<file path="config.mk">
export PLATFORM = sky130hd
export DESIGN_NAME = ocp_pg_ctrl
export DESIGN_NICKNAME = d
export VERILOG_FILES = /design/src/verilog/ocp_pg_pkg.sv /design/src/verilog/ocp_pg_ctrl.sv
export VERILOG_INCLUDE_DIRS = /design/src /design/src/verilog
export SDC_FILE = /design/constraint.sdc
export NUM_CORES = 1
export LEC_CHECK = 0
export BUFFER_PORTS_ARGS = -buffer_cell sky130_fd_sc_hd__buf_2
export CAP_MARGIN = 20
export CORE_UTILIZATION = 55
export CTS_CLUSTER_SIZE = 30
export DETAILED_ROUTE_END_ITERATION = 8
export PLACE_DENSITY = 0.82
export SETUP_SLACK_MARGIN = 0.15
export SYNTH_ARGS = -nofsm -noshare
export SYNTH_HDL_FRONTEND = slang
export SYNTH_SLANG_ARGS = --single-unit
</file>
<file path="constraint.sdc">
create_clock -name i_ref_clk -period 5.67 [get_ports i_ref_clk]
set_clock_uncertainty 0.2 [all_clocks]
set_input_delay 0.567 -clock i_ref_clk [delete_from_list [all_inputs] [get_ports i_ref_clk]]
set_output_delay 0.567 -clock i_ref_clk [all_outputs]
set_load 0.05 [all_outputs]
</file>
<file path="src/verilog/ocp_pg_defines.svh">
`ifndef OCP_PG_DEFINES_SVH
`define OCP_PG_DEFINES_SVH
// register offsets (byte addresses)
`define CTRL_OFS 8'h00
`define STAT_OFS 8'h04
// control register fields
`define CTRL_RETRY_BIT 0
`define CTRL_BLANK_BIT 1
`define CTRL_SWEN_BIT 2
`define CTRL_RESET 3'h4
// status register fields
`define STAT_HIC_BIT 0
`define STAT_CAP_BIT 1
`define STAT_GOOD_BIT 2
`define STAT_PAUSE_BIT 3
`define STAT_CCM_BIT 4
`define STAT_SEC_BIT 5
// timing
`define CLK_MHZ 250
`define PAUSE_US 128
`define DEGLITCH_US 40
`define HIC_CYCLES 32
`define CAP_CYCLES 4
`endif

</file>
<file path="src/verilog/ocp_pg_pkg.sv">
`default_nettype none
package ocp_pg_pkg;
    typedef enum logic {RUN_ST, PAUSE_ST} run_e;

    // apb request from the master
    typedef struct packed {
        logic psel;
        logic penable;
        logic pwrite;
        logic [7:0] paddr;
        logic [31:0] pwdata;
    } apb_req_s;

    // complete state of the block
    typedef struct packed {
        logic [1:0] s_peak;
        logic [1:0] s_valley;
        logic [1:0] s_wlo;
        logic [1:0] s_whi;
        logic [1:0] s_en;
        logic [1:0] s_tsd;
        logic [1:0] s_input_low_lockout;
        logic [1:0] s_input_high_lockout;
        logic [1:0] s_line;
        logic [1:0] s_role;
        logic line_prev;
        logic [1:0] init_cnt;
        logic secondary;
        logic retry_en;
        logic blank_en;
        logic sw_en;
        logic capped;
        logic hit_cycle;
        logic [5:0] streak;
        run_e mode;
        logic [15:0] pause_cnt;
        logic hic_mode;
        logic restart;
        logic hic_flag;
        logic cap_flag;
        logic [15:0] deg_cnt;
        logic good;
        logic pull_latch;
        logic ccm_latch;
        logic hs;
        logic ls;
        logic pd_oe;
        logic ccm;
        logic [31:0] prdata;
        logic pready;
        logic pslverr;
    } blk_state_s;
endpackage : ocp_pg_pkg
`default_nettype wire

</file>
<file path="src/verilog/ocp_pg_ctrl.sv">
// Notes on behaviour
// - peak current over upper limit: high side off, low side on.
// - high side stays off until current falls below lower limit.
// - retry protection works only when its enable bit is set; reset clears it.
// - 32 consecutive limited cycles: stop switching 128 us, then soft-start again.
// - entering pause sets retry flag and pulls output good low.
// - detect, pause, retry repeats as long as overload lasts.
// - status read clears retry flag only when no overload is present.
// - retry disabled: limit current every cycle, never pause.
// - retry disabled: capped flag set after four or more consecutive limited cycles.
// - status read clears capped flag only once overload has ended.
// - standalone or primary: good pin is an open-drain status output.
// - secondary: good pin is an input gating discontinuous to continuous mode.
// - window fault when output below 95% or above 105%.
// - window result deglitched about 40 us, delaying good rising edge.
// - blank bit set: ignore window during voltage ramp; else faults pull low.
// - good forced low in shutdown, disabled, lockouts, soft-start, retry mode.
// - secondary presets pulldown latch at init, holding line low, forcing DCM.
// - secondary clears pulldown latch when its start-up completes.
// - secondary sets mode latch on line rise, then runs continuous mode.
// - both secondary latches preset on any disable, shutdown or undervoltage.
`timescale 1ns/1ps
`include "ocp_pg_defines.svh"
`default_nettype none
module ocp_pg_ctrl
    import ocp_pg_pkg::*;
#(
    parameter int unsigned PAUSE_CYC = `PAUSE_US * `CLK_MHZ,
    parameter int unsigned DEG_CYC = `DEGLITCH_US * `CLK_MHZ
) (
    // clock and reset
    input wire logic i_ref_clk,
    input wire logic i_rst,
    // apb slave
    input wire apb_req_s i_apb,
    output logic [31:0] o_prdata,
    output logic o_pready,
    output logic o_pslverr,
    // comparator and pin inputs, asynchronous
    input wire logic i_peak_over,
    input wire logic i_valley_below,
    input wire logic i_window_low,
    input wire logic i_window_high,
    input wire logic i_enable_pin,
    input wire logic i_thermal_shut,
    input wire logic i_input_low_lockout,
    input wire logic i_input_high_lockout,
    input wire logic i_output_good_in,
    input wire logic i_stack_secondary,
    // converter core, same clock
    input wire logic i_pwm_high,
    input wire logic i_cycle_start,
    input wire logic i_soft_start_active,
    input wire logic i_startup_done,
    input wire logic i_voltage_ramp_active,
    // power stage
    output logic o_high_side_on,
    output logic o_low_side_on,
    output logic o_switch_pause,
    output logic o_soft_restart,
    // output good pin and conduction mode
    output logic o_output_good_out,
    output logic o_good_pulldown_oe,
    output logic o_ccm_enable
);

    // ******************************************************
    // helpers
    // ******************************************************

    // two-stage synchroniser shift: bit 0 first stage, bit 1 second
    function automatic logic [1:0] sync2(input logic [1:0] q, input logic d);
        return {q[0], d};
    endfunction : sync2

    // control register reset value, retry and switch enable fields loaded from it at reset
    localparam logic [2:0] CTRL_RST = `CTRL_RESET;

    blk_state_s st_ff;
    blk_state_s nxt_st;

    logic peak;
    logic valley;
    logic en_pin;
    logic tsd;
    logic input_low_lockout;
    logic input_high_lockout;
    logic off_any;
    logic stop_any;
    logic win_fault;
    logic forced_low;
    logic overload;
    logic acc;
    logic done;
    logic rd_clr;
    logic [5:0] streak_inc;

    // synchronised pin levels
    assign peak = st_ff.s_peak[1];
    assign valley = st_ff.s_valley[1];
    assign en_pin = st_ff.s_en[1];
    assign tsd = st_ff.s_tsd[1];
    assign input_low_lockout = st_ff.s_input_low_lockout[1];
    assign input_high_lockout = st_ff.s_input_high_lockout[1];

    // disable sources that preset the secondary latches
    assign off_any = !en_pin || !st_ff.sw_en || tsd || input_low_lockout;
    assign stop_any = off_any || input_high_lockout;
    assign overload = st_ff.capped || (st_ff.streak != 6'h00) || (st_ff.mode == PAUSE_ST);
    assign win_fault = (st_ff.s_wlo[1] || st_ff.s_whi[1])
        && !(st_ff.blank_en && i_voltage_ramp_active);
    assign forced_low = stop_any || i_soft_start_active || st_ff.hic_mode;
    assign streak_inc = (st_ff.streak == 6'h3f) ? st_ff.streak : st_ff.streak + 6'h01;

    // apb access phase and completion
    assign acc = i_apb.psel && i_apb.penable;
    assign done = acc && st_ff.pready;
    assign rd_clr = done && !i_apb.pwrite && (i_apb.paddr == `STAT_OFS);

    // ******************************************************
    // next state
    // ******************************************************

    // all state of the block is computed here
    always_comb begin
        nxt_st = st_ff;
        // synchronisers
        nxt_st.s_peak = sync2(st_ff.s_peak, i_peak_over);
        nxt_st.s_valley = sync2(st_ff.s_valley, i_valley_below);
        nxt_st.s_wlo = sync2(st_ff.s_wlo, i_window_low);
        nxt_st.s_whi = sync2(st_ff.s_whi, i_window_high);
        nxt_st.s_en = sync2(st_ff.s_en, i_enable_pin);
        nxt_st.s_tsd = sync2(st_ff.s_tsd, i_thermal_shut);
        nxt_st.s_input_low_lockout = sync2(st_ff.s_input_low_lockout, i_input_low_lockout);
        nxt_st.s_input_high_lockout = sync2(st_ff.s_input_high_lockout, i_input_high_lockout);
        nxt_st.s_line = sync2(st_ff.s_line, i_output_good_in);
        nxt_st.s_role = sync2(st_ff.s_role, i_stack_secondary);
        nxt_st.line_prev = st_ff.s_line[1];
        nxt_st.restart = 1'b0;

        // role strap caught once the synchroniser holds it
        if (st_ff.init_cnt != 2'h3) begin
            nxt_st.init_cnt = st_ff.init_cnt + 2'h1;
            if (st_ff.init_cnt == 2'h2) begin
                nxt_st.secondary = st_ff.s_role[1];
            end
        end

        // cycle-by-cycle limit latch
        if (peak) begin
            nxt_st.capped = 1'b1;
            nxt_st.hit_cycle = 1'b1;
        end else if (st_ff.capped && valley) begin
            nxt_st.capped = 1'b0;
        end

        // consecutive limited cycle counting at each cycle boundary
        if (i_cycle_start && st_ff.mode == RUN_ST) begin
            nxt_st.hit_cycle = peak;
            if (st_ff.hit_cycle || st_ff.capped) begin
                nxt_st.streak = streak_inc;
            end else begin
                nxt_st.streak = 6'h00;
            end
        end

        // pause sequencer
        unique case (st_ff.mode)
            RUN_ST: begin
                if (st_ff.retry_en && nxt_st.streak >= 6'(`HIC_CYCLES)) begin
                    nxt_st.mode = PAUSE_ST;
                    nxt_st.pause_cnt = 16'(PAUSE_CYC - 1);
                    nxt_st.streak = 6'h00;
                    nxt_st.hic_mode = 1'b1;
                end
            end
            PAUSE_ST: begin
                if (st_ff.pause_cnt == 16'h0000) begin
                    nxt_st.mode = RUN_ST;
                    nxt_st.restart = 1'b1;
                    nxt_st.capped = 1'b0;
                    nxt_st.hit_cycle = 1'b0;
                end else begin
                    nxt_st.pause_cnt = st_ff.pause_cnt - 16'h0001;
                end
            end
        endcase

        // retry mode ends when the restarted output regulates
        if (st_ff.hic_mode && st_ff.mode == RUN_ST && !i_soft_start_active && !win_fault
            && st_ff.streak == 6'h00 && !st_ff.restart) begin
            nxt_st.hic_mode = 1'b0;
        end

        // apb registered answer
        nxt_st.pready = 1'b0;
        nxt_st.pslverr = 1'b0;
        nxt_st.prdata = 32'h0000_0000;
        if (acc && !st_ff.pready) begin
            nxt_st.pready = 1'b1;
            unique case (i_apb.paddr)
                `CTRL_OFS: begin
                    nxt_st.prdata[`CTRL_RETRY_BIT] = st_ff.retry_en;
                    nxt_st.prdata[`CTRL_BLANK_BIT] = st_ff.blank_en;
                    nxt_st.prdata[`CTRL_SWEN_BIT] = st_ff.sw_en;
                end
                `STAT_OFS: begin
                    nxt_st.prdata[`STAT_HIC_BIT] = st_ff.hic_flag;
                    nxt_st.prdata[`STAT_CAP_BIT] = st_ff.cap_flag;
                    nxt_st.prdata[`STAT_GOOD_BIT] = st_ff.good;
                    nxt_st.prdata[`STAT_PAUSE_BIT] = st_ff.mode == PAUSE_ST;
                    nxt_st.prdata[`STAT_CCM_BIT] = st_ff.ccm_latch;
                    nxt_st.prdata[`STAT_SEC_BIT] = st_ff.secondary;
                end
                default: begin
                    nxt_st.pslverr = 1'b1;
                end
            endcase
        end
        if (done && i_apb.pwrite && i_apb.paddr == `CTRL_OFS) begin
            nxt_st.retry_en = i_apb.pwdata[`CTRL_RETRY_BIT];
            nxt_st.blank_en = i_apb.pwdata[`CTRL_BLANK_BIT];
            nxt_st.sw_en = i_apb.pwdata[`CTRL_SWEN_BIT];
        end

        // sticky flags: read clears only without overload, set wins
        if (rd_clr && !overload) begin
            nxt_st.hic_flag = 1'b0;
            nxt_st.cap_flag = 1'b0;
        end
        if (st_ff.mode == RUN_ST && nxt_st.mode == PAUSE_ST) begin
            nxt_st.hic_flag = 1'b1;
        end
        if (!st_ff.retry_en && nxt_st.streak >= 6'(`CAP_CYCLES)) begin
            nxt_st.cap_flag = 1'b1;
        end

        // deglitch: fault drops good at once, rise waits the filter time
        if (forced_low || win_fault) begin
            nxt_st.deg_cnt = 16'h0000;
            nxt_st.good = 1'b0;
        end else if (!st_ff.good) begin
            if (st_ff.deg_cnt == 16'(DEG_CYC - 1)) begin
                nxt_st.good = 1'b1;
            end else begin
                nxt_st.deg_cnt = st_ff.deg_cnt + 16'h0001;
            end
        end

        // secondary stack handshake latches
        if (off_any) begin
            nxt_st.pull_latch = 1'b1;
            nxt_st.ccm_latch = 1'b0;
        end else begin
            if (i_startup_done) begin
                nxt_st.pull_latch = 1'b0;
            end
            if (st_ff.s_line[1] && !st_ff.line_prev && !st_ff.pull_latch) begin
                nxt_st.ccm_latch = 1'b1;
            end
        end

        // power stage and pin drive
        nxt_st.hs = i_pwm_high && !nxt_st.capped && nxt_st.mode == RUN_ST && !stop_any;
        nxt_st.ls = (!i_pwm_high || nxt_st.capped) && nxt_st.mode == RUN_ST && !stop_any;
        if (st_ff.secondary) begin
            nxt_st.pd_oe = nxt_st.pull_latch;
            nxt_st.ccm = nxt_st.ccm_latch;
        end else begin
            nxt_st.pd_oe = !nxt_st.good;
            nxt_st.ccm = 1'b1;
        end
    end

    // ******************************************************
    // state register
    // ******************************************************

    // synchronous reset; latches preset for discontinuous mode
    always_ff @(posedge i_ref_clk) begin
        if (i_rst) begin
            st_ff <= '0;
            st_ff.retry_en <= CTRL_RST[`CTRL_RETRY_BIT];
            st_ff.sw_en <= CTRL_RST[`CTRL_SWEN_BIT];
            st_ff.pull_latch <= 1'b1;
            st_ff.pd_oe <= 1'b1;
        end else begin
            st_ff <= nxt_st;
        end
    end

    // outputs straight from flops, except the good output tied low
    assign o_prdata = st_ff.prdata;
    assign o_pready = st_ff.pready;
    assign o_pslverr = st_ff.pslverr;
    assign o_high_side_on = st_ff.hs;
    assign o_low_side_on = st_ff.ls;
    assign o_switch_pause = st_ff.mode == PAUSE_ST;
    assign o_soft_restart = st_ff.restart;
    assign o_output_good_out = 1'b0; // open drain only pulls low
    assign o_good_pulldown_oe = st_ff.pd_oe;
    assign o_ccm_enable = st_ff.ccm;
endmodule : ocp_pg_ctrl
`default_nettype wire

</file>
# Word level (Yosys, flattened, before mapping)
# Cells that the tools add are included.
dict set report op_classes {
  reduce_logical 71
  magnitude_cmp 2
  n_eq_ne 7
  muxes 27
  bitwise_logic 6
  addsub 4
}
# op count
set op_table {}
lappend op_table {{$pmux W17 S2} 1}
lappend op_table {{$logic_and A1 B1 Y1} 27}
lappend op_table {{$mux W24} 1}
lappend op_table {{$mux W6} 3}
lappend op_table {{$add A16 B1 Y16 const B} 1}
lappend op_table {{$eq A16 B14 Y1 const B} 1}
lappend op_table {{$logic_not A1 Y1} 16}
lappend op_table {{$logic_not A16 Y1} 1}
lappend op_table {{$mux W16} 1}
lappend op_table {{$sub A16 B1 Y16 const B} 1}
lappend op_table {{$mux W1} 13}
lappend op_table {{$logic_or A1 B1 Y1} 12}
lappend op_table {{$mux W2} 6}
lappend op_table {{$reduce_or A2 Y1} 5}
lappend op_table {{$eq A8 B3 Y1 const B} 1}
lappend op_table {{$logic_not A8 Y1} 1}
lappend op_table {{$reduce_and A2 Y1} 4}
lappend op_table {{$mux W7} 1}
lappend op_table {{$add A6 B1 Y6 const B} 1}
lappend op_table {{$eq A6 B6 Y1 const B} 1}
lappend op_table {{$ge A6 B3 Y1 const B} 1}
lappend op_table {{$ge A6 B6 Y1 const B} 1}
lappend op_table {{$logic_not A6 Y1} 1}
lappend op_table {{$not A1 Y1} 6}
lappend op_table {{other kinds (8)} 10}
dict set report totals {
  reg_bits 113
  inputBits 60
  elab_cells 155
}

# Depth between registers and ports, before layout
dict set report logic_depth {
  ltp_word 11
  depth_mapped 6
}

# Worst setup path after synthesis
# No wires, ideal clock.
dict set report synth_path {
  path_kind {register -> register}
  start {reg st_ff (netlist bit o_switch_pause)}
  end {reg st_ff[73] (netlist bit)}
  path_stages_with_launch 5
  arrival_time_ps 1973
  slack_ps 3422
  n_path_buf 0
  path_cell_list {dfxtp_1 -> nor4bb_1 -> nand3_1 -> or4_1 -> a31oi_1}
}
dict set report synth_via {
  elab_chain_len 7
  elab_cells_between_ends 9
  classes_between {order compare: 1; eq/ne: 2; mux: 2; bitwise: 1; reduce/logical: 3}
}
# element line
set synth_rtl {}
lappend synth_rtl {{from (decl)} ocp_pg_ctrl.sv:79} ;# blk_state_s st_ff;
lappend synth_rtl {{from (signal assigned)} ocp_pg_ctrl.sv:288} ;# st_ff <= nxt_st;
lappend synth_rtl {{$not A1 Y1 (no source line)} --}
lappend synth_rtl {{$logic_and A1 B1 Y1} ocp_pg_ctrl.sv:158} ;# if (i_cycle_start && st_ff.mode == RUN_ST) begin
lappend synth_rtl {{$mux W7} ocp_pg_ctrl.sv:158}
lappend synth_rtl {{$ge A6 B6 Y1} ocp_pg_ctrl.sv:170} ;# if (st_ff.retry_en && nxt_st.streak >= 6'(`HIC_CYCLES)) begin
lappend synth_rtl {{$logic_and A1 B1 Y1} ocp_pg_ctrl.sv:170}
lappend synth_rtl {{$ne A2 B1 Y1 (no source line)} --}
lappend synth_rtl {{$reduce_and A2 Y1 (no source line)} --}
# Parallel ways exist; a longest one is shown, timed or not.
# A chain may end at the register's enable or synchronous reset.

# Worst setup path after layout
# Same ends and word-level chain as after synthesis.

==> key figures <==
Synthesis
  – Top_reg_cell synth: dfxtp_1
  – Asr flop ratio synth: 0
  – Post-Syn Area: 4050 um2
  – Netlist cell types: 66
  – Cells after Synth: approximately 450
  – EDFF count, synth: 0
  – Sequential-to-total area share from yosys stat: 0.430
  – Count of warnings emitted by yosys: 0
  – Count of state elements after synthesis: 87
  – Synth Area per Inst: 9.05 um2

Worst setup path
  – Slowest Stage Delay on Critical Path: approximately 770 ps
  – Setup Crit Path Kind: flop to flop
  – CP startpoint kind: flop
  – Critical Path Slowest Stage Cell: nor4bb_1
  – Critical Path, Cell by Cell: nor4bb_1, nand3_1, or4_1, a31oi_1
  – Largest fanout on the critical path: 18
  – Worst setup EP type: flop
  – Top delay family on crit path: simple AND/OR/NAND/NOR gates
  – Crit path arrival time: 2760 ps
  – Critical Path RT: 5770 ps
  – CP bufs+invs: 0

Timing
  – Peak Freq: between 0.3 and 0.4 GHz
  – Fin. max-slew vios: 0
  – Tcrit/Tclk final: 0.469
  – Final hold viol count: 0
  – RSZ-0062 raised after global routing: false
  – Min Tclk post-route: ~2700 ps
  – Worst Max-Slew Pin Slew: between 800 and 900 ps
  – Setup violations, final: 0
  – Setup_tns: 0 ps
  – Slew HR: 0.430

Drt
  – Post-Route WL: a little over 8 mm
  – Via Count: 3309
  – WL/cell: around 14 um
  – Final ANT Viol Nets: 0
  – Number of detailed-route iterations in the first pass: 5
  – DRC viols: 0
  – Via-to-Cell Ratio: 5.68
  – Initial DRC count: 156

CTS
  – # Post-CTS Setup Buffers: 0
  – Clock sink count: 87
  – Root Buffer: clkbuf_8
  – Clk_lat worst skew: around 370 ps
  – Worst-path clk slew: roughly 90 ps
  – Clk buf depth: 2
  – H-tree depth: 3
  – Cts hold-fix bufs: 0
  – Cts bufs inserted: 9
  – # resized after CTS: 0
  – CTS tree: built

Power and ir drop
  – Clock share of power: 0.384
  – Logic gate share of total power: 0.083
  – Cell area power density: 268 nW/um2
  – Switching share of total power: 0.256
  – Peak supply drop: approximately 0.16 mV
  – P_int: 879 uW
  – Sequential fraction of design power: 0.533
  – P_leak: between 1.5 and 2 nW
  – Switch Pwr: 302 uW
  – Power, Total: ~1.2 mW

GRT
  – Initial antenna violation count: 0
  – Global-route track usage on met1: 0.272
  – Global Route Usage Sum: 0.219
  – GR Util met3: 0.0424
  – Largest net degree at the start of global routing: 54
  – First-pass GRT wire length: roughly 13 mm
  – M2 GR Usage: 0.352
  – Vias in the first global route: slightly below 3000
  – Grt total ovfl: 0
  – Global routing's busiest layer: met2

Finish
  – Number of antenna diodes: 0
  – Layout cell share with drive strength beyond 1: 0.158
  – Final Util: 0.634
  – Synth-to-Final Area Change: 8.81%
  – Layout Nets: roughly 550

Floorplanning
  – Placeable Area: slightly below 7000 um2
  – Row count: 30
  – Initial Utilization: 0.583
  – Die area: 7700 um2
  – Die extent in y: approximately 88 um
  – DIE WIDTH: between 80 and 90 um
  – # IOs: 101

Worst hold path
  – Worst Hold Class: primary input to flop

Placed design
  – Final Wtd Congestion: about 0.9
  – DP Wirelength: roughly 5.6 mm
  – PortBufs: 44

Outcome
  – Status: finished, final reports clean

Job
  – Max cap viols: 0
==> area by class of cell <==
class,count,area (um2)
Fill cell,582,2540
Multi-Input combinational cell,325,2050
Sequential cell,87,1740
Timing Repair Buffer,45,228
Clock buffer,11,151
Tap cell,96,120
Clock inverter,5,62.6
Inverter,14,52.6
==> stage by stage <==
| stage | setup slack, ps | instances | area (um2) | hold WS (ps) |
|---|---|---|---|---|
| 3_5_place_dp | 3080 | 567 | 4190 | 224 |
| 5_1_grt | 2890 | 583 | 4400 | 198 |
| 3_3_place_gp | 3120 | 567 | 4190 | 222 |
| 6_report | 3010 | 583 | 4400 | 204 |
| 2_1_floorplan | 3420 | 473 | 4140 | 214 |
| 4_1_cts | 3050 | 583 | 4400 | 199 |
==> power groups by stage <==
stage               Clock [mW]  Combinational, mW  Sequential [mW]
detailed placement           0             0.0980            0.644
CTS                      0.463             0.0982            0.630
floorplan                    0             0.0883            0.647
finish                   0.454             0.0981            0.630
global route             0.491              0.107            0.631
global placement             0             0.0966            0.643
==> flip-flops by register name, indices dropped and copies added, names as in the netlist <==
register,flops
en_pin,1
input_high_lockout,1
input_low_lockout,1
nxt_st,11
o_ccm_enable,1
o_good_pulldown_oe,1
o_high_side_on,1
o_low_side_on,1
o_prdata,6
o_pready,1
o_pslverr,1
o_soft_restart,1
o_switch_pause,1
peak,1
st_ff,58
==> routing by layer <==
layer	wire (um)	vias up	share of wire
met4	227	0	0.028
li1	-	1635	-
met5	0	-	0
met1	3600	1504	0.45
met3	538	24	0.067
met2	3710	146	0.46
==> worst paths after layout <==
kind / startpoint / endpoint / slack [ps] / depth (start not counted)
setup / recovery: o_switch_pause / st_ff[73] / 3010 / 4
hold / removal: i_pwm_high / o_low_side_on / 200 / 2
setup reg to reg: o_switch_pause / st_ff[73] / 3010 / 4
hold reg to reg: nxt_st[96] / nxt_st[92] / 240 / 1
==> Yosys cell counts, types with 8 or more instances <==
master,instances,area share
nor2b_1,28,0.043
nor3_1,14,0.017
nand2_1,21,0.019
or3_1,16,0.025
nand3_1,18,0.022
inv_1,13,0.012
buf_4,33,0.061
a31oi_1,13,0.020
clkbuf_1,11,0.010
nor4_1,9,0.014
mux2i_1,9,0.022
a21oi_1,17,0.021
and3_1,9,0.014
nor2_1,31,0.029
dfxtp_1,87,0.43
o21ai_0,14,0.017
nand4_1,8,0.012
==> cells by family (layout without fill, tap and decap cells) <==
logic type | after synthesis | after routing | share of synthesized area
simple gates | 196 | 196 | 0.286
flops | 87 | 87 | 0.430
compound gates | 78 | 78 | 0.134
buf+inv | 61 | 75 | 0.0878
xor+xnor | 9 | 9 | 0.0195
mux | 9 | 9 | 0.0223
fa+ha+maj | 6 | 6 | 0.0186
other cells | 1 | 27 | 0.000927
==> cells in the final DEF (no fill, tap or decap), drive strengths merged, types with 9 or more instances in the layout <==
cell type   n
o21ai      14
nor4       11
or3        17
nor2b      28
nand3      18
conb       27
buf        45
a31oi      13
clkbuf     11
nor3       14
inv        15
mux2i       9
a21oi      19
nor2       31
dfxtp      87
nand2      21
and3        9
==> worst reg2reg max path: cells and delay by family (launching register included) <==
kind,cells,cell delay [ps]
AND/OR/NAND/NOR,3,1480
flip-flops,1,750
AO/OA/AOI/OAI,1,160
No activity file was read; power rests on OpenSTA's default activity.
